## src/ssha_map.svh

```systemverilog
// Constants for the serial host access port: header layout, control bits, timing
`ifndef SSHA_MAP_SVH
`define SSHA_MAP_SVH

// ==================================================
// Header layout
`define SSHA_HDR_LONG_BYTES   4'h8
`define SSHA_HDR_SHORT_BYTES  4'h4
`define SSHA_BITS_PER_BYTE    4'h8

// ==================================================
// Control byte fields
`define SSHA_CTL_AUTOINC      7
`define SSHA_CTL_READ         6
`define SSHA_CTL_COMMON       5
`define SSHA_CTL_LENREG       4
`define SSHA_CTL_LENHI_MSB    3

// ==================================================
// Controller registers, byte addresses
`define SSHA_REG_CTRL         8'h00
`define SSHA_REG_ADDR         8'h04
`define SSHA_REG_LEN          8'h08
`define SSHA_REG_DATA         8'h0C
`define SSHA_REG_STATUS       8'h10
`define SSHA_CTRL_LONG_BIT    8
`define SSHA_CTRL_BURST_BIT   9
`define SSHA_CTRL_START_BIT   16
`define SSHA_STAT_BUSY_BIT    0
`define SSHA_STAT_TXEMPTY_BIT 1
`define SSHA_STAT_RXFULL_BIT  2

// ==================================================
// Timing
`define SSHA_SYS_PERIOD_NS    10
`define SSHA_CS_OFF_NS        400
`define SSHA_CS_OFF_CYC       ((`SSHA_CS_OFF_NS + `SSHA_SYS_PERIOD_NS - 1) / `SSHA_SYS_PERIOD_NS)
`define SSHA_SCLK_HALF_CYC    2
`define SSHA_GAP_CYC          24

`endif

```

## src/ssha_pkg.sv

```systemverilog
// Types shared by both ends of the serial host access port, plus the controller's sequencer states
package ssha_pkg;

  typedef logic [7:0]  ssha_byte_t;
  typedef logic [31:0] ssha_addr_t;
  typedef logic [23:0] ssha_len_t;

  typedef enum logic [2:0]
  {
    SSHA_H_IDLE   = 3'b000,
    SSHA_H_LOAD   = 3'b001,
    SSHA_H_GAP    = 3'b010,
    SSHA_H_SHIFT  = 3'b011,
    SSHA_H_FINISH = 3'b100
  } ssha_host_state_t;

endpackage

```

## src/ssha_link_if.sv

```systemverilog
// Serial link between the access controller and the device port
`timescale 1ns/100ps

interface ssha_link_if;
  logic slave_select_n;
  logic sclk;
  logic mosi;
  logic miso;

  modport dev
  (
    input  slave_select_n,
    input  sclk,
    input  mosi,
    output miso
  );

  modport ctl
  (
    output slave_select_n,
    output sclk,
    output mosi,
    input  miso
  );
endinterface

```

## src/ssha_host.sv

```systemverilog
// Controller end: host that runs header and data transfers over the serial link
//
// The Avalon-MM slave port and the register offsets were chosen for this implementation.
`timescale 1ns/100ps
`include "ssha_map.svh"

module ssha_host
#(
  parameter int SCLK_HALF = `SSHA_SCLK_HALF_CYC,
  parameter int GAP       = `SSHA_GAP_CYC
)
(
  // Clock and reset
  input  wire logic        clk_sys,
  input  wire logic        reset,
  // Avalon-MM slave
  input  wire logic [7:0]  avs_address,
  input  wire logic        avs_read,
  input  wire logic        avs_write,
  input  wire logic [31:0] avs_writedata,
  output logic [31:0]      avs_readdata,
  output logic             avs_waitrequest,
  // Serial link
  ssha_link_if.ctl         link
);
  import ssha_pkg::*;

  // ==================================================
  // Register access, one wait state per access
  logic        acc_done;
  logic        wr_go;
  logic        rd_go;
  ssha_byte_t  reg_ctl;
  logic        reg_long;
  logic        reg_burst;
  ssha_addr_t  reg_addr;
  ssha_len_t   reg_len;
  ssha_byte_t  tx_byte;
  ssha_byte_t  rx_byte;
  logic        tx_empty;
  logic        rx_full;
  logic        tx_take;
  logic        rx_put;
  logic        busy;
  ssha_byte_t  rx_sr;

  assign avs_waitrequest = (avs_read | avs_write) & ~acc_done;
  assign wr_go           = avs_write & acc_done;
  assign rd_go           = avs_read & acc_done;

  always_ff @(posedge clk_sys)
  begin
    if (reset)
      acc_done <= 1'b0;
    else
      acc_done <= (avs_read | avs_write) & ~acc_done;
  end

  always_ff @(posedge clk_sys)
  begin
    if (reset)
      avs_readdata <= 32'h00000000;
    else if (avs_read && !acc_done)
    begin
      case (avs_address)
        `SSHA_REG_CTRL:   avs_readdata <= {22'h000000, reg_burst, reg_long, reg_ctl};
        `SSHA_REG_ADDR:   avs_readdata <= reg_addr;
        `SSHA_REG_LEN:    avs_readdata <= {8'h00, reg_len};
        `SSHA_REG_DATA:   avs_readdata <= {24'h000000, rx_byte};
        `SSHA_REG_STATUS: avs_readdata <= {29'h00000000, rx_full, tx_empty, busy};
        default:          avs_readdata <= 32'h00000000;
      endcase
    end
  end

  always_ff @(posedge clk_sys)
  begin
    if (reset)
    begin
      reg_ctl   <= 8'h00;
      reg_long  <= 1'b0;
      reg_burst <= 1'b0;
      reg_addr  <= 32'h00000000;
      reg_len   <= 24'h000000;
      tx_byte   <= 8'h00;
    end
    else if (wr_go)
    begin
      case (avs_address)
        `SSHA_REG_CTRL:
        begin
          reg_ctl   <= avs_writedata[7:0];
          reg_long  <= avs_writedata[`SSHA_CTRL_LONG_BIT];
          reg_burst <= avs_writedata[`SSHA_CTRL_BURST_BIT];
        end
        `SSHA_REG_ADDR: reg_addr <= avs_writedata;
        `SSHA_REG_LEN:  reg_len  <= avs_writedata[23:0];
        `SSHA_REG_DATA: tx_byte  <= avs_writedata[7:0];
        default:        reg_addr <= reg_addr;
      endcase
    end
  end

  // Hardware setting a flag wins over software clearing it in the same cycle
  always_ff @(posedge clk_sys)
  begin
    if (reset)
    begin
      tx_empty <= 1'b1;
      rx_full  <= 1'b0;
      rx_byte  <= 8'h00;
    end
    else
    begin
      if (tx_take)
        tx_empty <= 1'b1;
      else if (wr_go && avs_address == `SSHA_REG_DATA)
        tx_empty <= 1'b0;
      if (rx_put)
      begin
        rx_full <= 1'b1;
        rx_byte <= rx_sr;
      end
      else if (rd_go && avs_address == `SSHA_REG_DATA)
        rx_full <= 1'b0;
    end
  end

  // ==================================================
  // Link sequencer
  ssha_host_state_t state;
  logic [3:0]  hdr_idx;
  logic        in_data;
  ssha_len_t   left;
  ssha_byte_t  tx_sr;
  ssha_byte_t  hdr_byte;
  logic [3:0]  hdr_len;
  logic [3:0]  half_cnt;
  logic [15:0] wait_cnt;
  logic        is_read;
  logic        tick;
  logic        miso_meta;
  logic        miso_sync;
  logic        start;
  logic        byte_ok;

  assign is_read  = reg_ctl[`SSHA_CTL_READ];
  assign hdr_len  = reg_long ? `SSHA_HDR_LONG_BYTES : `SSHA_HDR_SHORT_BYTES;
  assign start    = wr_go && avs_address == `SSHA_REG_CTRL && avs_writedata[`SSHA_CTRL_START_BIT];
  assign busy     = (state != SSHA_H_IDLE);
  assign tick     = (wait_cnt == 16'h0000);
  assign byte_ok  = !in_data || (is_read ? !rx_full : !tx_empty);
  assign tx_take  = (state == SSHA_H_LOAD) && in_data && !is_read && !tx_empty;
  assign rx_put   = (state == SSHA_H_SHIFT) && tick && half_cnt == 4'hF && in_data && is_read;

  // Header bytes leave most significant first
  always_comb
  begin
    hdr_byte = 8'h00;
    if (reg_long)
    begin
      case (hdr_idx)
        4'h0:    hdr_byte = reg_addr[31:24];
        4'h1:    hdr_byte = reg_addr[23:16];
        4'h2:    hdr_byte = reg_addr[15:8];
        4'h3:    hdr_byte = reg_addr[7:0];
        4'h4:    hdr_byte = {reg_ctl[7:6], 6'h00};
        4'h5:    hdr_byte = reg_len[23:16];
        4'h6:    hdr_byte = reg_len[15:8];
        default: hdr_byte = reg_len[7:0];
      endcase
    end
    else
    begin
      case (hdr_idx)
        4'h0:    hdr_byte = reg_addr[15:8];
        4'h1:    hdr_byte = reg_addr[7:0];
        4'h2:    hdr_byte = reg_ctl;
        default: hdr_byte = reg_len[7:0];
      endcase
    end
  end

  always_ff @(posedge clk_sys)
  begin
    if (reset)
    begin
      miso_meta <= 1'b0;
      miso_sync <= 1'b0;
    end
    else
    begin
      miso_meta <= link.miso;
      miso_sync <= miso_meta;
    end
  end

  // Clock rests low between bytes, so a stall for software stops the link
  always_ff @(posedge clk_sys)
  begin
    if (reset)
    begin
      state               <= SSHA_H_IDLE;
      link.slave_select_n <= 1'b1;
      link.sclk           <= 1'b0;
      link.mosi           <= 1'b0;
      hdr_idx             <= 4'h0;
      in_data             <= 1'b0;
      left                <= 24'h000000;
      tx_sr               <= 8'h00;
      rx_sr               <= 8'h00;
      half_cnt            <= 4'h0;
      wait_cnt            <= 16'h0000;
    end
    else
    begin
      if (!tick)
        wait_cnt <= wait_cnt - 16'h0001;
      case (state)
        SSHA_H_IDLE:
          if (start)
          begin
            link.slave_select_n <= 1'b0;
            hdr_idx             <= 4'h0;
            in_data             <= 1'b0;
            state               <= SSHA_H_LOAD;
          end
        SSHA_H_LOAD:
          if (byte_ok)
          begin
            tx_sr     <= !in_data ? hdr_byte : (is_read ? 8'h00 : tx_byte);
            link.mosi <= !in_data ? hdr_byte[7] : (!is_read & tx_byte[7]);
            half_cnt  <= 4'h0;
            if (!reg_burst || (in_data && is_read))
            begin
              wait_cnt <= 16'(GAP);
              state    <= SSHA_H_GAP;
            end
            else
            begin
              wait_cnt <= 16'(SCLK_HALF - 1);
              state    <= SSHA_H_SHIFT;
            end
          end
        SSHA_H_GAP:
          if (tick)
          begin
            wait_cnt <= 16'(SCLK_HALF - 1);
            state    <= SSHA_H_SHIFT;
          end
        SSHA_H_SHIFT:
          if (tick)
          begin
            wait_cnt  <= 16'(SCLK_HALF - 1);
            half_cnt  <= half_cnt + 4'h1;
            link.sclk <= ~link.sclk;
            if (!link.sclk)
              rx_sr <= {rx_sr[6:0], miso_sync};
            else
            begin
              tx_sr     <= {tx_sr[6:0], 1'b0};
              link.mosi <= tx_sr[6];
            end
            if (half_cnt == 4'hF)
            begin
              state <= SSHA_H_LOAD;
              if (!in_data)
              begin
                hdr_idx <= hdr_idx + 4'h1;
                if (hdr_idx == hdr_len - 4'h1)
                begin
                  in_data <= 1'b1;
                  left    <= reg_len;
                  if (reg_len == 24'h000000)
                    state <= SSHA_H_FINISH;
                end
              end
              else
              begin
                left <= left - 24'h000001;
                if (left == 24'h000001)
                  state <= SSHA_H_FINISH;
              end
            end
          end
        SSHA_H_FINISH:
          if (!link.slave_select_n)
          begin
            link.slave_select_n <= 1'b1;
            wait_cnt            <= 16'(`SSHA_CS_OFF_CYC);
          end
          else if (tick)
            state <= SSHA_H_IDLE;
        default:
          state <= SSHA_H_IDLE;
      endcase
    end
  end

endmodule // ssha_host

```

## src/flat_wrapper.sv

```systemverilog
// flat-port wrapper written by rule: the top's interface ports become plain ports
module ssha_host_flat import ssha_pkg::*;
#(
  parameter int SCLK_HALF = `SSHA_SCLK_HALF_CYC,
  parameter int GAP       = `SSHA_GAP_CYC
)
  (clk_sys, reset, avs_address, avs_read, avs_write, avs_writedata, avs_readdata, avs_waitrequest, link_slave_select_n, link_sclk, link_mosi, link_miso);
  ssha_link_if link_i ();
  input  wire logic clk_sys;
  input  wire logic reset;
  input  wire logic [7:0] avs_address;
  input  wire logic avs_read;
  input  wire logic avs_write;
  input  wire logic [31:0] avs_writedata;
  output logic [31:0] avs_readdata;
  output logic avs_waitrequest;
  output wire logic [$bits(link_i.slave_select_n)-1:0] link_slave_select_n;
  output wire logic [$bits(link_i.sclk)-1:0] link_sclk;
  output wire logic [$bits(link_i.mosi)-1:0] link_mosi;
  input wire logic [$bits(link_i.miso)-1:0] link_miso;
  assign link_slave_select_n = link_i.slave_select_n;
  assign link_sclk = link_i.sclk;
  assign link_mosi = link_i.mosi;
  assign link_i.miso = link_miso;
  ssha_host #(.SCLK_HALF(SCLK_HALF), .GAP(GAP)) u_core (.clk_sys(clk_sys), .reset(reset), .avs_address(avs_address), .avs_read(avs_read), .avs_write(avs_write), .avs_writedata(avs_writedata), .avs_readdata(avs_readdata), .avs_waitrequest(avs_waitrequest), .link(link_i));
endmodule
```

## config.mk

```make
export PLATFORM = sky130hd
export DESIGN_NAME = ssha_host_flat
export DESIGN_NICKNAME = d
export VERILOG_FILES = /design/src/ssha_pkg.sv /design/src/ssha_link_if.sv /design/src/ssha_host.sv /design/src/flat_wrapper.sv
export VERILOG_INCLUDE_DIRS = /design/src
export SDC_FILE = /design/constraint.sdc
export NUM_CORES = 1
export LEC_CHECK = 0
export ABC_CLOCK_PERIOD_IN_PS = 4000
export BUFFER_PORTS_ARGS = -buffer_cell sky130_fd_sc_hd__buf_2
export CORE_MARGIN = 4
export CORE_UTILIZATION = 55
export CTS_BUF_LIST = sky130_fd_sc_hd__clkbuf_4 sky130_fd_sc_hd__clkbuf_8 sky130_fd_sc_hd__clkbuf_16
export DETAILED_ROUTE_END_ITERATION = 8
export HOLD_SLACK_MARGIN = 0.05
export PLACE_DENSITY = 0.74
export SETUP_SLACK_MARGIN = 0.02
export SLEW_MARGIN = 20
export SYNTH_ARGS = -nofsm -noshare
export SYNTH_HDL_FRONTEND = slang
export SYNTH_SLANG_ARGS = --single-unit
```

## constraint.sdc

```tcl
create_clock -name clk_sys -period 4 [get_ports clk_sys]
set_input_delay 0.4 -clock clk_sys [delete_from_list [all_inputs] [get_ports clk_sys]]
set_output_delay 0.4 -clock clk_sys [all_outputs]
set_load 0.05 [all_outputs]
```

==> results.md <==
* Final core occ at 0.627
* Relative slew slack at 0.341
* Max-cap violations at 0
* H-tree level count at 4
* Xor and xnor area share after synthesis at 0.0188
* Setup bufs post-CTS at 0
* Post-synthesis cell area at 9300 um^2
* CTS tree: done
* Peak VDD IR at 0.000376 V
* GPL Wtd Cong at 1.00
* Slew Limit Fails at 0
* Layout cells sized above 1 at 0.124
* Port Buffers at 80
* Max incr delay on CP at 0.82 ns
* Post-CTS Resized at 0
* Syn nets at 1,261
* Critical-path top delay cell: a31oi_1
* Clock latency at the later pin of the worst-skew pair at 0.45 ns
* Slew of the pin with the lowest slew margin at 0.983 ns
* Top post-synthesis cells by area: dfxtp_1, nand2_1, a21oi_1, nor2_1, a22oi_1
* P per Cell Area at 431 nW/um^2
* Post-synth EDFFs at 0
* Register-to-Register Path Depth at 8
* Nets at 1,288
* Area share of the largest cell type after synthesis at 0.407
* Compound-Gate Fraction of Synth Area at 0.237
* Row count at 47
* Fillers at 1,534
* Per-cell routed wire length at 20.3 um
* Clock root cell: clkbuf_16
* Skew final at 0.0151 ns
* Area growth syn-to-layout at 11.8%
* Worst Hold Depth at 3
* Residual DRC at 0
* FFs w/ async S/R, synth at 0
* #FFs+latches synth at 189
* Final Hold Vio Count at 0
* Wire length of the first global-routing pass at 47.0 mm
* DP HPWL at 20.7 mm
* Post-synthesis mux area share at 0.0244
* Die height at 138 um
* Worst r2r src: u_core.wait_cnt[0]$_SDFF_PP0_
* Initial Util at 0.561
* Sequential area share after synthesis at 0.407
* Synth top cells by count: nand2_1, dfxtp_1, a21oi_1, nor2_1, clkbuf_1
* Clk pin slew, worst setup/hold paths at 0.08 ns
* Setup slack, reg-to-reg at 1.07 ns
* Setup CP Type: flip-flop to flip-flop
* WL final at 29.7 mm
* Cell variety after synth at 72
* Die ar. at 19,100 um^2
* # diodes at 0
* Reg2reg end: u_core.link.mosi$_SDFFE_PP0P_
* Crit path arrival time at 3.26 ns
* Startpoint Class: flip-flop
* Largest family of logic cells by synthesized area: simple AND/OR/NAND/NOR gates
* Crit. End Element: flip-flop
* Total grt overflow at 0
* Area leader, netlist: dfxtp_1
* Simple-Gate Fraction of Synth Area at 0.252
* CP top delay family: simple AND/OR/NAND/NOR gates
* Fmax at 0.341 GHz
* Vias in the first global route at 8,544
* # hold bufs at CTS at 0
* Worst Path Required at 4.33 ns
* Ys flop type: dfxtp_1
* Initial antenna violation count at 1
* Clock Path Buffers at 2
* DRT antenna net count at 0
* Tcrit/Tclk final at 0.733
* Most numerous cell in the Yosys netlist: nand2_1
* Leak Pwr at 3.74 nW
* GR Util All Layers at 0.301
* Status: completed
* Largest net degree at the start of global routing at 112
* Worst-path fanout max at 14
* Minimum clock period at 2.93 ns
* Hold slack at 0.186 ns
* Buf/Inv on CP at 1
* Initial DRC count at 1,242
* Synth warn at 0
* CTS buffer count at 17
* Worst min path class: input pin to flip-flop
* DR vias at 9,291
* Hold Crit Endpoint: u_core.reg_addr[30]$_SDFFE_PP0P_
* IO Pins at 81
* Setup TNS at 0 ns
* Synth Area in Adders at 0.0135
* Setup Viol. Count Final at 0
* Post-Syn Area per Cell at 7.71 um^2
* Cell Chain, Critical Path: inv_1 -> ha_1 -> nor4b_1 -> and4_1 -> a31oi_1 -> or3_1 -> a21oi_1 -> or4_1
* TritonRoute pass-1 iters at 8
* Die X at 138 um
* TritonCTS Sinks at 189
* Synthesized instance count at 1,206
* Hold_sp: avs_writedata[30]
* Post-DR vias/cell at 6.34
* RSZ-0062 raised after global routing: no
* Core ar. at 16,600 um^2
per-stage QoR:
step | setup slack (ns) | total power [mW] | cells | area (um^2)
CTS | 1.10 | 4.48 | 1465 | 10400
global route | 0.842 | 4.65 | 1466 | 10400
detailed placement | 1.13 | 2.74 | 1433 | 9750
global placement | 1.18 | 2.73 | 1433 | 9750
floorplan | 1.70 | 2.57 | 1206 | 9300
finish | 1.07 | 4.48 | 1466 | 10400
layout by cell type (no fill, tap or decap), types with 6 or more instances in the layout:
cell,synthesis,layout
a22o_1,18,18
dfxtp_1,189,188
o21ai_0,36,36
a31oi_1,6,6
nor2_1,99,99
xor2_1,8,8
inv_1,21,21
a22oi_1,43,43
or3_1,7,7
nand3_1,28,28
ha_1,10,10
nand2b_1,7,6
o22ai_1,10,10
clkbuf_16,0,17
a221oi_1,10,10
xnor2_1,12,12
buf_2,11,79
nand4_1,10,10
buf_4,3,17
mux2i_1,17,17
nor2b_1,8,8
and3_1,8,8
nand2_1,248,248
nor3_1,35,35
a21oi_1,150,150
a211oi_1,12,12
a222oi_1,8,8
nor4_1,20,20
registers in the layout (all words and copies together), names as in the netlist, 16 cells and up:
name and cells:
u_core.avs_readdata 32, u_core.wait_cnt 16, u_core.left 24, u_core.reg_len 24
u_core.reg_addr 32
area by class of cell:
| class | count | area, um^2 | area share |
|---|---|---|---|
| clock buffers | 17 | 425 | 0.0409 |
| clock inverters | 15 | 206 | 0.0199 |
| inverters | 21 | 78.8 | 0.00758 |
| multi-input cells | 906 | 5080 | 0.489 |
| flip-flops and latches | 189 | 3780 | 0.364 |
| well taps | 220 | 275 | 0.0265 |
| repair buffers | 98 | 542 | 0.0521 |
power breakdown:
| part | switching [mW] | leakage, nW | internal, mW |
|---|---|---|---|
| Combinational | 0.387 | 1.91 | 0.272 |
| Clock | 0.907 | 0.304 | 0.873 |
| Sequential | 0.0876 | 1.53 | 1.96 |
| Total | 1.38 | 3.74 | 3.10 |
how the worst max path moves through the flow:
stage | start | depth (start not counted) | endpoint
floorplan | u_core.hdr_idx[0]$_SDFFE_PP0P_ | 8 | u_core.link.mosi$_SDFFE_PP0P_
global placement | u_core.wait_cnt[0]$_SDFF_PP0_ | 8 | u_core.link.mosi$_SDFFE_PP0P_
detailed placement | u_core.wait_cnt[0]$_SDFF_PP0_ | 8 | u_core.link.mosi$_SDFFE_PP0P_
CTS | u_core.wait_cnt[0]$_SDFF_PP0_ | 8 | u_core.link.mosi$_SDFFE_PP0P_
global route | u_core.wait_cnt[0]$_SDFF_PP0_ | 8 | u_core.link.mosi$_SDFFE_PP0P_
finish | u_core.wait_cnt[0]$_SDFF_PP0_ | 8 | u_core.link.mosi$_SDFFE_PP0P_
logic make-up after synthesis:
logic type               after synthesis
adder cells (fa/ha/maj)               10
AO/OA/AOI/OAI                        344
AND/OR/NAND/NOR                      510
buffers and inverters                111
XOR/XNOR                              20
flip-flops                           189
multiplexers                          22
per-layer routing:
metal	vias to the layer above	part of all wire	global-route usage
li1	4380	-	-
met1	4335	0.40	0.386
met2	478	0.46	0.486
met3	96	0.094	0.0784
met4	2	0.042	0.122
met5	-	0.00024	0
worst min-delay path, delay by kind of cell:
family                 cells  cell delay, ns
AOI/OAI and AO/OA          1            0.05
buffers and inverters      1            0.10
and+or+nand+nor            1            0.04
(Power assumes the default switching activity.)
